### src/wwdc_defines.vh
`ifndef WWDC_DEFINES_VH
`define WWDC_DEFINES_VH

// Register byte offsets on the APB.
`define WWDC_OFF_RCC       8'h00
`define WWDC_OFF_IRQ_STAT  8'h04
`define WWDC_OFF_IRQ_EN    8'h08
`define WWDC_OFF_IRQ_CLR   8'h0c
`define WWDC_OFF_COUNT     8'h10

// Fields of reset_cause_control_reg.
`define WWDC_RCC_SWEN      5
`define WWDC_RCC_TOFLAG    4
`define WWDC_RCC_SLEEP     3
`define WWDC_RCC_IDLE      2

// Interrupt status, enable and clear layout.
`define WWDC_IRQ_TIMEOUT   0
`define WWDC_IRQ_EARLY     1
`define WWDC_IRQ_WAKE      2
`define WWDC_IRQ_W         3

// Reset values.
`define WWDC_RST_RCC       6'h00
`define WWDC_RST_IRQ       3'h0

// Hardware enable field encodings.
`define WWDC_HW_OFF        2'h0
`define WWDC_HW_RUNIDLE    2'h1
`define WWDC_HW_SOFT       2'h2
`define WWDC_HW_ALWAYS     2'h3

// Time base: prescaler cycles per tick and postscaler ticks per period.
`define WWDC_PRE_W         5
`define WWDC_PRE_LAST      5'h1f
`define WWDC_POST_W        7
`define WWDC_POST_LAST     7'h7f
// The window opens after three quarters of the period have elapsed.
`define WWDC_WIN_START     7'h60

`endif

### src/wwdc_timebase.v
`timescale 1ns/1ps
`include "wwdc_defines.vh"

module wwdc_timebase (
   input  wire                    sys_clk,
   input  wire                    srst,
   input  wire                    run,
   input  wire                    clear,
   output wire                    timeout,
   output wire                    in_window,
   output wire [`WWDC_POST_W-1:0] post_count
);

   reg [`WWDC_PRE_W-1:0]  pre_q;
   reg [`WWDC_POST_W-1:0] post_q;
   wire                   tick;

   assign tick       = run && (pre_q == `WWDC_PRE_LAST);
   assign timeout    = tick && (post_q == `WWDC_POST_LAST) && !clear;
   assign in_window  = (post_q >= `WWDC_WIN_START);
   assign post_count = post_q;

   always @(posedge sys_clk) begin
      if (srst || clear) begin
         pre_q  <= {`WWDC_PRE_W{1'b0}};
         post_q <= {`WWDC_POST_W{1'b0}};
      end else if (run) begin
         pre_q <= pre_q + 1'b1;
         if (tick) begin
            post_q <= post_q + 1'b1;
         end
      end
   end

endmodule // wwdc_timebase

### src/wwdc_top.v
// Function
// - Hardware enable 11 keeps counting in Sleep/Idle; time-out there wakes, not resets.
// - Each time-out sets a sticky flag; only software or srst clears it.
// - Clear or power-save instruction zeroes prescaler and postscaler counts.
// - Windowed mode: a clear restarts the count only in the last quarter.
// - Windowed mode: a clear before the window causes a watchdog reset.
// - Window-disable bit zero selects windowed mode; one selects normal mode.
// - Hardware enable 11 keeps the watchdog on regardless of software enable.
// - Hardware enable 10 runs the watchdog exactly while software enable is set.
// - Software enable returns to zero on every device reset.
// - Hardware enable 01 runs in Run and Idle, stops in Sleep.
// - Hardware enable 01 ignores software enable writes.
//
// Chosen here: the APB register port and the register addresses.
`timescale 1ns/1ps
`include "wwdc_defines.vh"

module wwdc_top (
   input  wire        sys_clk,
   input  wire        srst,
   input  wire        psel,
   input  wire        penable,
   input  wire        pwrite,
   input  wire [7:0]  paddr,
   input  wire [31:0] pwdata,
   output wire        pready,
   output wire        pslverr,
   output wire [31:0] prdata,
   input  wire [1:0]  wdt_hw_enable_field,
   input  wire        window_mode_disable,
   input  wire        watchdog_clear_instr,
   input  wire        power_save_instr,
   input  wire        power_save_sleep,
   input  wire        ext_wake,
   output wire        wdt_reset_req,
   output wire        wdt_wake,
   output wire [1:0]  power_state,
   output wire        irq
);

   localparam ST_RUN   = 2'd0;
   localparam ST_IDLE  = 2'd1;
   localparam ST_SLEEP = 2'd2;

   localparam SEL_NONE = 3'd0;
   localparam SEL_RCC  = 3'd1;
   localparam SEL_STAT = 3'd2;
   localparam SEL_EN   = 3'd3;
   localparam SEL_CLR  = 3'd4;
   localparam SEL_CNT  = 3'd5;

   reg [1:0]             state_q;
   reg [1:0]             state_d;
   reg                   swen_q;
   reg                   toflag_q;
   reg                   sleep_st_q;
   reg                   idle_st_q;
   reg [`WWDC_IRQ_W-1:0] stat_q;
   reg [`WWDC_IRQ_W-1:0] en_q;
   reg [31:0]            prdata_q;
   reg                   reset_q;
   reg                   wake_q;
   reg                   run;
   reg [31:0]            rdata;

   wire                    setup;
   wire                    wr;
   wire [2:0]              sel_rd;
   wire [2:0]              sel_wr;
   wire                    timeout;
   wire                    in_window;
   wire [`WWDC_POST_W-1:0] post_count;
   wire                    powersave;
   wire                    windowed;
   wire                    early_clear;
   wire                    to_wake;
   wire                    to_reset;
   wire                    tb_clear;
   wire [`WWDC_IRQ_W-1:0]  events;

   function [2:0] reg_sel;
      input [7:0] addr;
      begin
         case (addr)
            `WWDC_OFF_RCC:      reg_sel = SEL_RCC;
            `WWDC_OFF_IRQ_STAT: reg_sel = SEL_STAT;
            `WWDC_OFF_IRQ_EN:   reg_sel = SEL_EN;
            `WWDC_OFF_IRQ_CLR:  reg_sel = SEL_CLR;
            `WWDC_OFF_COUNT:    reg_sel = SEL_CNT;
            default:            reg_sel = SEL_NONE;
         endcase
      end
   endfunction

   // APB slave with no wait states; read data is latched in the setup cycle.
   // Latching in setup means a read returns the state seen one cycle before
   // the access phase, which is early enough for every status bit here.
   assign setup   = psel && !penable;
   assign wr      = psel && penable && pwrite;
   assign sel_rd  = reg_sel(paddr);
   assign sel_wr  = reg_sel(paddr);
   assign pready  = 1'b1;
   assign pslverr = psel && penable && (sel_rd == SEL_NONE);
   assign prdata  = prdata_q;

   assign powersave = (state_q != ST_RUN);

   // Run enable follows the hardware enable field and the power state.
   always @* begin
      case (wdt_hw_enable_field)
         `WWDC_HW_ALWAYS:  run = 1'b1;
         `WWDC_HW_SOFT:    run = swen_q;
         `WWDC_HW_RUNIDLE: run = (state_q != ST_SLEEP);
         default:          run = 1'b0;
      endcase
   end

   assign windowed    = !window_mode_disable;
   assign early_clear = windowed && run && watchdog_clear_instr &&
                        !in_window;
   // A clear outside the window in windowed mode does not restart while the watchdog runs.
   assign tb_clear    = power_save_instr ||
                        (watchdog_clear_instr && !early_clear);
   assign to_wake     = timeout && powersave;
   assign to_reset    = (timeout && !powersave) || early_clear;

   assign events[`WWDC_IRQ_TIMEOUT] = timeout;
   assign events[`WWDC_IRQ_EARLY]   = early_clear;
   assign events[`WWDC_IRQ_WAKE]    = to_wake;

   wwdc_timebase u_timebase (
      .sys_clk    (sys_clk),
      .srst       (srst),
      .run        (run),
      .clear      (tb_clear),
      .timeout    (timeout),
      .in_window  (in_window),
      .post_count (post_count)
   );

   // Power state of the core as seen by the watchdog.
   // A time-out while halted returns the core to run in the same cycle in
   // which the wake pulse is launched, so execution resumes after the
   // power-save instruction instead of restarting.
   always @* begin
      state_d = state_q;
      case (state_q)
         ST_RUN: begin
            if (power_save_instr) begin
               state_d = power_save_sleep ? ST_SLEEP : ST_IDLE;
            end
         end
         ST_IDLE, ST_SLEEP: begin
            if (to_wake || ext_wake) begin
               state_d = ST_RUN;
            end
         end
         default: state_d = ST_RUN;
      endcase
   end

   always @(posedge sys_clk) begin
      if (srst) begin
         state_q <= ST_RUN;
         reset_q <= 1'b0;
         wake_q  <= 1'b0;
      end else begin
         state_q <= state_d;
         reset_q <= to_reset;
         wake_q  <= to_wake;
      end
   end

   // Reset cause and control bits; hardware set wins over software clear.
   always @(posedge sys_clk) begin
      if (srst) begin
         swen_q     <= 1'b0;
         toflag_q   <= 1'b0;
         sleep_st_q <= 1'b0;
         idle_st_q  <= 1'b0;
      end else begin
         if (wr && sel_wr == SEL_RCC) begin
            swen_q     <= pwdata[`WWDC_RCC_SWEN];
            toflag_q   <= pwdata[`WWDC_RCC_TOFLAG];
            sleep_st_q <= pwdata[`WWDC_RCC_SLEEP];
            idle_st_q  <= pwdata[`WWDC_RCC_IDLE];
         end
         if (timeout || early_clear) begin
            toflag_q <= 1'b1;
         end
         if (power_save_instr && state_q == ST_RUN) begin
            if (power_save_sleep) begin
               sleep_st_q <= 1'b1;
            end else begin
               idle_st_q <= 1'b1;
            end
         end
      end
   end

   // Interrupt status, enable and write-one-to-clear.
   always @(posedge sys_clk) begin
      if (srst) begin
         stat_q <= `WWDC_RST_IRQ;
         en_q   <= `WWDC_RST_IRQ;
      end else begin
         if (wr && sel_wr == SEL_EN) begin
            en_q <= pwdata[`WWDC_IRQ_W-1:0];
         end
         if (wr && sel_wr == SEL_CLR) begin
            stat_q <= (stat_q & ~pwdata[`WWDC_IRQ_W-1:0]) | events;
         end else begin
            stat_q <= stat_q | events;
         end
      end
   end

   assign irq = |(stat_q & en_q);

   always @* begin
      rdata = 32'h0000_0000;
      case (sel_rd)
         SEL_RCC: begin
            rdata[`WWDC_RCC_SWEN]   = swen_q;
            rdata[`WWDC_RCC_TOFLAG] = toflag_q;
            rdata[`WWDC_RCC_SLEEP]  = sleep_st_q;
            rdata[`WWDC_RCC_IDLE]   = idle_st_q;
         end
         SEL_STAT: rdata[`WWDC_IRQ_W-1:0] = stat_q;
         SEL_EN:   rdata[`WWDC_IRQ_W-1:0] = en_q;
         SEL_CNT: begin
            rdata[`WWDC_POST_W-1:0] = post_count;
            rdata[8]                = run;
            rdata[9]                = in_window;
         end
         default:  rdata = 32'h0000_0000;
      endcase
   end

   always @(posedge sys_clk) begin
      if (srst) begin
         prdata_q <= 32'h0000_0000;
      end else if (setup && !pwrite) begin
         prdata_q <= rdata;
      end
   end

   assign wdt_reset_req = reset_q;
   assign wdt_wake      = wake_q;
   assign power_state   = state_q;

endmodule // wwdc_top

### config.mk
export PLATFORM = sky130hd
export DESIGN_NAME = wwdc_top
export DESIGN_NICKNAME = d
export VERILOG_FILES = /design/src/wwdc_timebase.v /design/src/wwdc_top.v
export VERILOG_INCLUDE_DIRS = /design/src
export SDC_FILE = /design/constraint.sdc
export NUM_CORES = 1
export LEC_CHECK = 0
export BUFFER_PORTS_ARGS = -buffer_cell sky130_fd_sc_hd__clkbuf_2
export CORE_MARGIN = 2
export CORE_UTILIZATION = 35
export DETAILED_ROUTE_END_ITERATION = 10
export HOLD_SLACK_MARGIN = 0.15
export PLACE_DENSITY_LB_ADDON = 0.3
export SETUP_SLACK_MARGIN = 0.2
export SLEW_MARGIN = 0
export SYNTH_ARGS = -nofsm -noshare
export SYNTH_HDL_FRONTEND = slang
export SYNTH_SLANG_ARGS = --single-unit
### constraint.sdc
create_clock -name sys_clk -period 1.6 [get_ports sys_clk]
set_input_delay 0.32 -clock sys_clk [delete_from_list [all_inputs] [get_ports sys_clk]]
set_output_delay 0.32 -clock sys_clk [all_outputs]
set_load 0.01 [all_outputs]
==> results of run 1 <==
-- registers in the layout (all words and copies together) (netlist names), 2 cells and up --
register / flops
en_q: 3
power_state: 2
prdata: 9
stat_q: 3
u_timebase.post_count: 7
u_timebase.pre_q: 5
-- per-layer routing --
metal  wire length (µm)  up-vias
li1                   -      920
met2               2150       51
met1               2110      826
met5                  0        -
met3                255        4
met4                 46        0
-- critical path, stage by stage (launching register included) --
cell and delay [ps]:
sky130_fd_sc_hd__dfxtp_2 350, sky130_fd_sc_hd__ha_4 130, sky130_fd_sc_hd__and3_4 180, sky130_fd_sc_hd__ha_4 120, sky130_fd_sc_hd__nand2_2 50, sky130_fd_sc_hd__a2111o_1 360
sky130_fd_sc_hd__or2_4 270, sky130_fd_sc_hd__a21oi_2 100
-- stage by stage --
stage	hold slack [ps]	instances	TNS (ps)	power [mW]
after floorplan	389	245	-14.5	1.13
after global placement	441	364	-579	1.20
after detailed placement	447	364	-539	1.21
after CTS	258	378	-147	2.00
after global routing	279	380	-584	2.08
final	267	380	-102	1.98
-- cell type report --
cell class	instances	area, µm²	share of cell area [%]
flip-flops and latches	35	708	26.0
clock inverters	1	5.00	0.184
inverters	4	17.5	0.644
clock buffers	7	108	3.96
multi-input cells	177	1250	45.9
well taps	72	90.1	3.31
repair buffers	84	544	20.0
-- timing repair --
action                                 CTS  global route
hold buffers                             0             0
setup endpoints to repair               24            23
pin swaps                               13             3
endpoints found under the hold margin    0             0
cloned                                   1             0
buffers inserted                         5             2
gates resized for setup                 13             7
-- power by group through the flow --
| stage | Clock (mW) | Combinational [mW] | Sequential, mW |
|---|---|---|---|
| 2_1_floorplan | 0 | 0.209 | 0.921 |
| 3_3_place_gp | 0 | 0.287 | 0.916 |
| 3_5_place_dp | 0 | 0.290 | 0.916 |
| 4_1_cts | 0.788 | 0.312 | 0.898 |
| 5_1_grt | 0.830 | 0.349 | 0.900 |
| 6_report | 0.766 | 0.317 | 0.898 |
-- worst paths after layout --
path,to,slack [ps],depth (start not counted)
worst max-delay path,wdt_reset_req$_SDFF_PP0_,-40,7
worst min-delay path,swen_q$_SDFFE_PP0P_,270,3
worst min register to register,prdata[9]$_SDFFE_PP0P_,460,2
worst max register to register,wdt_reset_req$_SDFF_PP0_,-40,7
-- logic make-up (layout without fill, tap and decap cells) --
group                      Yosys count  in the layout
other                                2             24
xor gates and xnor gates             7              7
muxes                               12             12
DFF                                 35             35
buffers and inverters               34             96
and+or+nand+nor                     76             76
adders and majority gates            5              5
AOI/OAI and AO/OA                   52             53
-- cells in the final DEF (no fill, tap or decap), types with 3 or more instances in the layout --
| cell | Yosys | layout |
|---|---|---|
| sky130_fd_sc_hd__buf_4 | 24 | 42 |
| sky130_fd_sc_hd__clkbuf_2 | 0 | 39 |
| sky130_fd_sc_hd__dfxtp_1 | 35 | 31 |
| sky130_fd_sc_hd__conb_1 | 2 | 24 |
| sky130_fd_sc_hd__nor2_1 | 23 | 22 |
| sky130_fd_sc_hd__nand2_1 | 16 | 14 |
| sky130_fd_sc_hd__nand3_1 | 11 | 11 |
| sky130_fd_sc_hd__a21oi_1 | 17 | 9 |
| sky130_fd_sc_hd__mux2i_1 | 9 | 9 |
| sky130_fd_sc_hd__a21oi_2 | 0 | 8 |
| sky130_fd_sc_hd__o21ai_0 | 9 | 7 |
| sky130_fd_sc_hd__clkbuf_8 | 1 | 6 |
| sky130_fd_sc_hd__a22oi_1 | 5 | 4 |
| sky130_fd_sc_hd__xor2_1 | 4 | 4 |
| sky130_fd_sc_hd__inv_1 | 4 | 3 |
| sky130_fd_sc_hd__xnor2_1 | 3 | 3 |
| sky130_fd_sc_hd__mux2_2 | 3 | 3 |
| sky130_fd_sc_hd__nor2b_1 | 3 | 3 |
| sky130_fd_sc_hd__a21o_1 | 3 | 3 |
| sky130_fd_sc_hd__ha_4 | 0 | 3 |
| sky130_fd_sc_hd__dfxtp_2 | 0 | 3 |
| sky130_fd_sc_hd__buf_6 | 3 | 3 |
==> impl_metrics.ini, run 1 <==
[global_route]
use_met1_pct = 19.4
groute.layer.met2.usage_pct = 25.1
met3_track_demand_over_resource_in_global_routing_pct = 4.43
grt_use_total_pct = 15.3
gr_peak_layer = met2
initial_antenna_violation_count = 0
grt_max_degree = 24
first_pass_grt_wire_length_mm = 7.47
first_global_vias = 1661
overflow = 0

[sta]
maxClockFrequency_ghz = 0.609
clock-skew-final_ps = 4.89
fin_ws_ps = -43.3
min_period_over_period_pct = 103
finalWorstPathRequiredPeriod_ps = 1640
hold_viol = 0
final-max-slew-violation-count = 0
unrepaired_setup_endpoints_after_global_routing = true
timing.final.setup_violations = 3

[floorplanning]
fp-row-count = 27
io_pins = 91
placeableCoreArea_um2 = 5440
chipHeight_um = 78.7
initial_core_util_pct = 35.9
dieWidth_um = 78.7
design.die.area_um2 = 6200

[logic_synthesis]
portion_of_the_post_synthesis_area_used_by_sequential_elements_pct = 35.9
postSynthAreaPerCell_um2 = 8.76
post-synth-top-area-fraction_pct = 35.9
synth_edf_count = 0
yosys.cell_types.count = 50
syn-instance-count = 223
postSynthRegisterBits = 35
yosys.area_share.simple_pct = 20.9
proportion_of_register_bits_with_asynchronous_set_or_reset_after_synthesis_pct = 0
synth_area_in_xor_xnor_pct = 3.14
largest_family_of_logic_cells_by_synthesized_area = simple AND/OR/NAND/NOR gates
synth-compound-area-share_pct = 17.3
netlist.top_cell.by_area = sky130_fd_sc_hd__dfxtp_1
ys.flop_type = sky130_fd_sc_hd__dfxtp_1
most_common_cell_in_the_synthesized_netlist = sky130_fd_sc_hd__dfxtp_1
synth_warnings = 0
synth_adder_area_share_pct = 3.20
synthesis.area_um2 = 1950
most_frequent_cells_after_synthesis = sky130_fd_sc_hd__dfxtp_1, sky130_fd_sc_hd__buf_4, sky130_fd_sc_hd__nor2_1, sky130_fd_sc_hd__a21oi_1, sky130_fd_sc_hd__nand2_1
synthTopCellsByArea = sky130_fd_sc_hd__dfxtp_1, sky130_fd_sc_hd__buf_4, sky130_fd_sc_hd__mux2i_1, sky130_fd_sc_hd__nor2_1, sky130_fd_sc_hd__a21oi_1
proportion_of_synthesized_area_in_mux_cells_pct = 6.34

[detailed_routing]
detailroute.via_count = 1801
drt-initial-drc-count = 64
drt-wirelength-per-cell_um = 12.0
route.detailed.drc = 0
detailedRoute.firstPassIterationCount = 4
antenna_left = 0
drt_total_wl_mm = 4.56
route.detailed.vias_per_inst = 4.74

[power_and_ir_drop]
net-switching-power_uw = 511
power_leakage_nw = 1.19
seq_power_share_pct = 45.3
max-vdd-ir-drop_mv = 0.393
power.clock.fraction_pct = 38.7
int_power_mw = 1.47
powerDensity_nw_per_um2 = 728
power.combinational.fraction_pct = 16.0
switching_share_pct = 25.8

[clock_tree]
cts_made_buffers = 5
cts.sink_count = 35
cts_htree_levels = 2
clkLatencyLatePin_ps = 290
clk_pin_slew_ps = 70
cts_tree = built
root_buffer = sky130_fd_sc_hd__clkbuf_8
cts.path.max_buffers = 2

[finish]
areaGrowthSynthToFinish_pct = 39.2
finalInstanceArea_um2 = 2720
finish.utilization_pct = 50.0
final_layout_size_suffix_gt1_share_pct = 42.9
finalNetCount = 364
antenna_diode_instance_count = 0
final.fill_count = 518

[placed_design]
detailedPlacementHpwl_mm = 3.50
placed_cell_area_um2 = 2460
placement.setup.worst_slack_ps = -120
globalplace.congestion = 0.819
buffer_ports.inserted = 40

[critical_path]
crit_path_start_kind = register
critPathKind = register to register
critical_path.startpoint = u_timebase.pre_q[1]$_SDFFE_PP0N_
max_fanout_on_critical_path = 5
setup.worst_path.end_class = register
beginning_of_the_worst_register_to_register_path = u_timebase.pre_q[1]$_SDFFE_PP0N_
cp_data_arrival_time_ps = 1870
cp.required_ps = 1820

[status]
status = finished, violations left
failed_checks = setup timing

[min_path]
min_delay_src = pwdata[5]
hold_class = input port to register

[flow_run]
timing.max_cap.violations = 0
No activity file was read; power rests on OpenSTA's default activity.
==> inputs of run 2 (changes only) <==
Settings changed: CORE_MARGIN 2 to 10, PLACE_DENSITY set to 0.68, PLACE_DENSITY_LB_ADDON 0.3 to not set.
==> impl_metrics.ini, run 2 (synthesized netlist as in run 1, its figures left out) <==
[status]
status = finished, violations left
failed_checks = setup timing

[sta]
maxClockFrequency_ghz = 0.596
min_period_over_period_pct = 105
clock-skew-final_ps = 2.60
final-max-slew-violation-count = 0
hold_viol = 0
timing.final.setup_violations = 7
tns_ps = -321
finalWorstPathRequiredPeriod_ps = 1680
unrepaired_setup_endpoints_after_global_routing = true
fin_ws_ps = -78.3

[floorplanning]
initial_core_util_pct = 35.7
fp-row-count = 27
chipHeight_um = 94.7
placeableCoreArea_um2 = 5470
design.die.area_um2 = 8970
io_pins = 91
dieWidth_um = 94.7

[critical_path]
crit_top_cell = sky130_fd_sc_hd__buf_6
setup.worst_path.end_class = output pin
cp.required_ps = 1280
r2r.worst_path.cells = 7
crit_path_top_delay_cell = sky130_fd_sc_hd__or4_4
critPathKind = input port to output pin
cp_data_arrival_time_ps = 1360
critPathMaxStageDelay_ps = 550
crit_path_start_kind = input port
max_fanout_on_critical_path = 2
list_of_cells_traversed_by_the_critical_path = buf_6, or4_4, buf_6, nor2_4, a21oi_2, clkbuf_2

[finish]
final_layout_size_suffix_gt1_share_pct = 45.6
most-common-layout-cells = sky130_fd_sc_hd__clkbuf_2, sky130_fd_sc_hd__buf_4, sky130_fd_sc_hd__dfxtp_1, sky130_fd_sc_hd__conb_1, sky130_fd_sc_hd__nor2_1
area.sequential_um2 = 708
max_ffs_per_register = 9
finish.utilization_pct = 51.5
final.fill_count = 529
antenna_diode_instance_count = 0
instances_no_fill = 381
finalNetCount = 365
multi_input_area_um2 = 1320
areaGrowthSynthToFinish_pct = 44.1
finalInstanceArea_um2 = 2820

[placed_design]
globalplace.congestion = 0.817
placed_cell_area_um2 = 2460
numPlacedInstances = 364
detailedPlacementHpwl_mm = 4.05
buffer_ports.inserted = 40

[global_route]
groute.layer.met2.usage_pct = 20.6
grt_use_total_pct = 12.0
first_pass_grt_wire_length_mm = 8.65
initial_antenna_violation_count = 0
gr_peak_layer = met2
first_global_vias = 1851
use_met1_pct = 13.2
overflow = 0
grt_max_degree = 24
met3_track_demand_over_resource_in_global_routing_pct = 3.89

[detailed_routing]
detailroute.via_count = 1872
drt-initial-drc-count = 101
detailedRoute.firstPassIterationCount = 4
route.detailed.drc = 0
route.detailed.vias_per_inst = 4.91
drt-wirelength-per-cell_um = 14.5
antenna_left = 0
drt_total_wl_mm = 5.53

[clock_tree]
cts.sink_count = 35
root_buffer = sky130_fd_sc_hd__clkbuf_8
cts_tree = built
clkLatencyLatePin_ps = 290
cts.path.max_buffers = 2
cts_made_buffers = 5
holdBufCountCts = 0
clk_pin_slew_ps = 70
cts_htree_levels = 2

[power_and_ir_drop]
max-vdd-ir-drop_mv = 0.315
net-switching-power_uw = 532
int_power_mw = 1.55
switching_share_pct = 25.6
power.clock.fraction_pct = 40.2
seq_power_share_pct = 43.3
power.combinational.fraction_pct = 16.5
powerDensity_nw_per_um2 = 738
power_leakage_nw = 1.22

[min_path]
hold_path_cells = 3
hold_class = input port to register

[flow_run]
timing.max_cap.violations = 0
-- run 2: final timing paths --
check,startpoint,end,slack [ps]
setup / recovery,paddr[6],pslverr,-80
setup reg to reg,u_timebase.pre_q[1]$_SDFFE_PP0N_,wdt_reset_req$_SDFF_PP0_,-60
hold reg to reg,prdata[1]$_SDFFE_PP0P_,prdata[1]$_SDFFE_PP0P_,450
hold / removal,pwdata[5],swen_q$_SDFFE_PP0P_,260
-- run 2: critical path, delay by kind of cell --
kind / cells / cell delay, ps
buf+inv: 3 / 350
simple gates: 2 / 630
compound gates: 1 / 60
-- run 2: timing repair --
action,4_1_cts,5_1_grt
resized for setup,18,21
pin swaps,14,8
setup buffers,7,1
cloned,1,0
endpoints found under the setup margin,22,32
-- run 2: layer usage --
layer  up-vias  part of all wire, %  wire, µm
met5         -                    0         0
met4         0                  2.3       125
met3        11                  9.0       495
met2        82                   48      2660
met1       860                   41      2250
li1        919                    -         -
-- run 2: area by class of cell --
class | instances | share of cell area, %
clock buffer | 6 | 2.93
clock inverter | 2 | 1.24
inverter | 4 | 0.622
multi-input combinational | 177 | 46.7
sequential | 35 | 25.1
tap | 72 | 3.20
timing repair buffer | 85 | 20.1
-- run 2: stage by stage --
step / hold slack [ps] / worst slack, ps / power [mW]
3_5_place_dp: 446 / -101 / 1.21
3_3_place_gp: 439 / -103 / 1.21
6_report: 264 / -78.3 / 2.08
4_1_cts: 268 / -67.1 / 2.08
5_1_grt: 277 / -125 / 2.17
2_1_floorplan: 389 / -14.5 / 1.13
-- run 2: power by group through the flow --
| stage | Sequential (mW) | Clock, mW | Combinational (mW) |
|---|---|---|---|
| 3_3_place_gp | 0.917 | 0 | 0.288 |
| 2_1_floorplan | 0.921 | 0 | 0.209 |
| 5_1_grt | 0.901 | 0.889 | 0.376 |
| 3_5_place_dp | 0.918 | 0 | 0.292 |
| 4_1_cts | 0.899 | 0.855 | 0.324 |
| 6_report | 0.900 | 0.834 | 0.344 |
==> inputs of run 3 (changes only) <==
Settings changed: CORE_UTILIZATION 35 to 42, PLACE_DENSITY 0.68 to 0.79.
==> impl_metrics.ini, run 3 (synthesized netlist as in run 1, its figures left out) <==
[status]
status = finished, violations left
failed_checks = setup timing

[detailed_routing]
route.detailed.drc = 0
detailroute.via_count = 1862
antenna_left = 0
route.detailed.vias_per_inst = 5.40
detailedRoute.firstPassIterationCount = 4
drt-initial-drc-count = 209
drt-wirelength-per-cell_um = 15.9
drt_total_wl_mm = 5.50

[sta]
unrepaired_setup_endpoints_after_global_routing = true
tns_ps = -284
hold-worst-slack_ps = 276
hold_viol = 0
clock-skew-final_ps = 6.72
min_period_over_period_pct = 106
finalWorstPathRequiredPeriod_ps = 1700
timing.final.setup_violations = 7
maxClockFrequency_ghz = 0.589
final-max-slew-violation-count = 0
fin_ws_ps = -96.8

[placed_design]
globalplace.congestion = 0.826
numPlacedInstances = 332
detailedPlacementHpwl_mm = 3.99
buffer_ports.inserted = 40
placement.setup.worst_slack_ps = -155
placed_cell_area_um2 = 2350

[power_and_ir_drop]
powerDensity_nw_per_um2 = 713
power_leakage_nw = 1.13
totalPowerFinal_mw = 1.89
max-vdd-ir-drop_mv = 0.511

[critical_path]
crit_path_start_kind = register
critPathKind = register to register
critical_path.startpoint = u_timebase.pre_q[1]$_SDFFE_PP0N_
crit_top_cell = sky130_fd_sc_hd__ha_4
cp_data_arrival_time_ps = 1930
critPathMaxStageDelay_ps = 360
crit_path_top_delay_cell = sky130_fd_sc_hd__dfxtp_2
beginning_of_the_worst_register_to_register_path = u_timebase.pre_q[1]$_SDFFE_PP0N_
list_of_cells_traversed_by_the_critical_path = ha_4, and3_4, ha_4, nand2_4, a2111o_1, or2_4, a21oi_2
setup.worst_path.end_class = register
cp.required_ps = 1830
max_fanout_on_critical_path = 3

[floorplanning]
placeableCoreArea_um2 = 4440
chipHeight_um = 88.2
io_pins = 91
design.die.area_um2 = 7780
initial_core_util_pct = 44.0
fp-row-count = 24
dieWidth_um = 88.2

[global_route]
overflow = 0
grt_max_degree = 15
groute.layer.met2.usage_pct = 21.8
gr_peak_layer = met2
initial_antenna_violation_count = 0
grt_use_total_pct = 13.4
use_met1_pct = 15.6
first_pass_grt_wire_length_mm = 8.38
met3_track_demand_over_resource_in_global_routing_pct = 4.41
first_global_vias = 1850

[min_path]
hold_class = input port to register
min_delay_src = pwdata[5]

[flow_run]
timing.max_cap.violations = 0

[finish]
most-common-layout-cells = sky130_fd_sc_hd__clkbuf_2, sky130_fd_sc_hd__dfxtp_1, sky130_fd_sc_hd__buf_4, sky130_fd_sc_hd__conb_1, sky130_fd_sc_hd__nor2_1
finalInstanceArea_um2 = 2650
final_layout_size_suffix_gt1_share_pct = 44.7
max_ffs_per_register = 9
antenna_diode_instance_count = 0
mostFrequentLayoutCell = sky130_fd_sc_hd__clkbuf_2
areaGrowthSynthToFinish_pct = 35.4
instances_no_fill = 345
finish.utilization_pct = 59.5
finalNetCount = 350

[clock_tree]
cts_tree = built
cts_htree_levels = 2
cts_made_buffers = 5
root_buffer = sky130_fd_sc_hd__clkbuf_8
clk_pin_slew_ps = 70
clkLatencyLatePin_ps = 290
cts.sink_count = 35
holdBufCountCts = 0
cts.path.max_buffers = 2
==> run 3: worst paths after layout <==
kind	slack, ps	end	cells after the start
min	280	swen_q$_SDFFE_PP0P_	3
max	-100	wdt_reset_req$_SDFF_PP0_	7
max reg2reg	-100	wdt_reset_req$_SDFF_PP0_	7
min reg2reg	460	prdata[1]$_SDFFE_PP0P_	2
==> run 3: area by class of cell <==
cell class	instances	area (µm²)
fill	392	1800
multi-input combinational	177	1330
sequential	35	709
timing repair buffer	70	437
clock buffer	6	82.6
tap	52	65.1
inverter	4	17.5
clock inverter	1	5.00
==> run 3: worst max-delay path: cells and delay by family, from the launching register on <==
kind / cells / cell delay, ps
and+or+nand+nor: 3 / 520
AOI/OAI and AO/OA: 2 / 470
DFF: 1 / 360
adders and majority gates: 2 / 280
==> run 3: per-layer routing <==
metal  up-vias  part of all wire, %
li1        894                    -
met4         0                  2.0
met1       872                   41
met5         -                    0
met2        85                   48
met3        11                  9.8
==> run 3: what timing repair did <==
| item | CTS | global route |
|---|---|---|
| pin swaps | 13 | 12 |
| resized for setup | 23 | 19 |
| buffers inserted | 2 | 3 |
| endpoints found under the setup margin | 24 | 26 |
| cloned | 1 | 0 |
==> run 3: report_power, final <==
group	internal (mW)	switching [mW]
clock network	0.338	0.319
registers	0.888	0.0131
logic	0.135	0.193
total	1.36	0.525
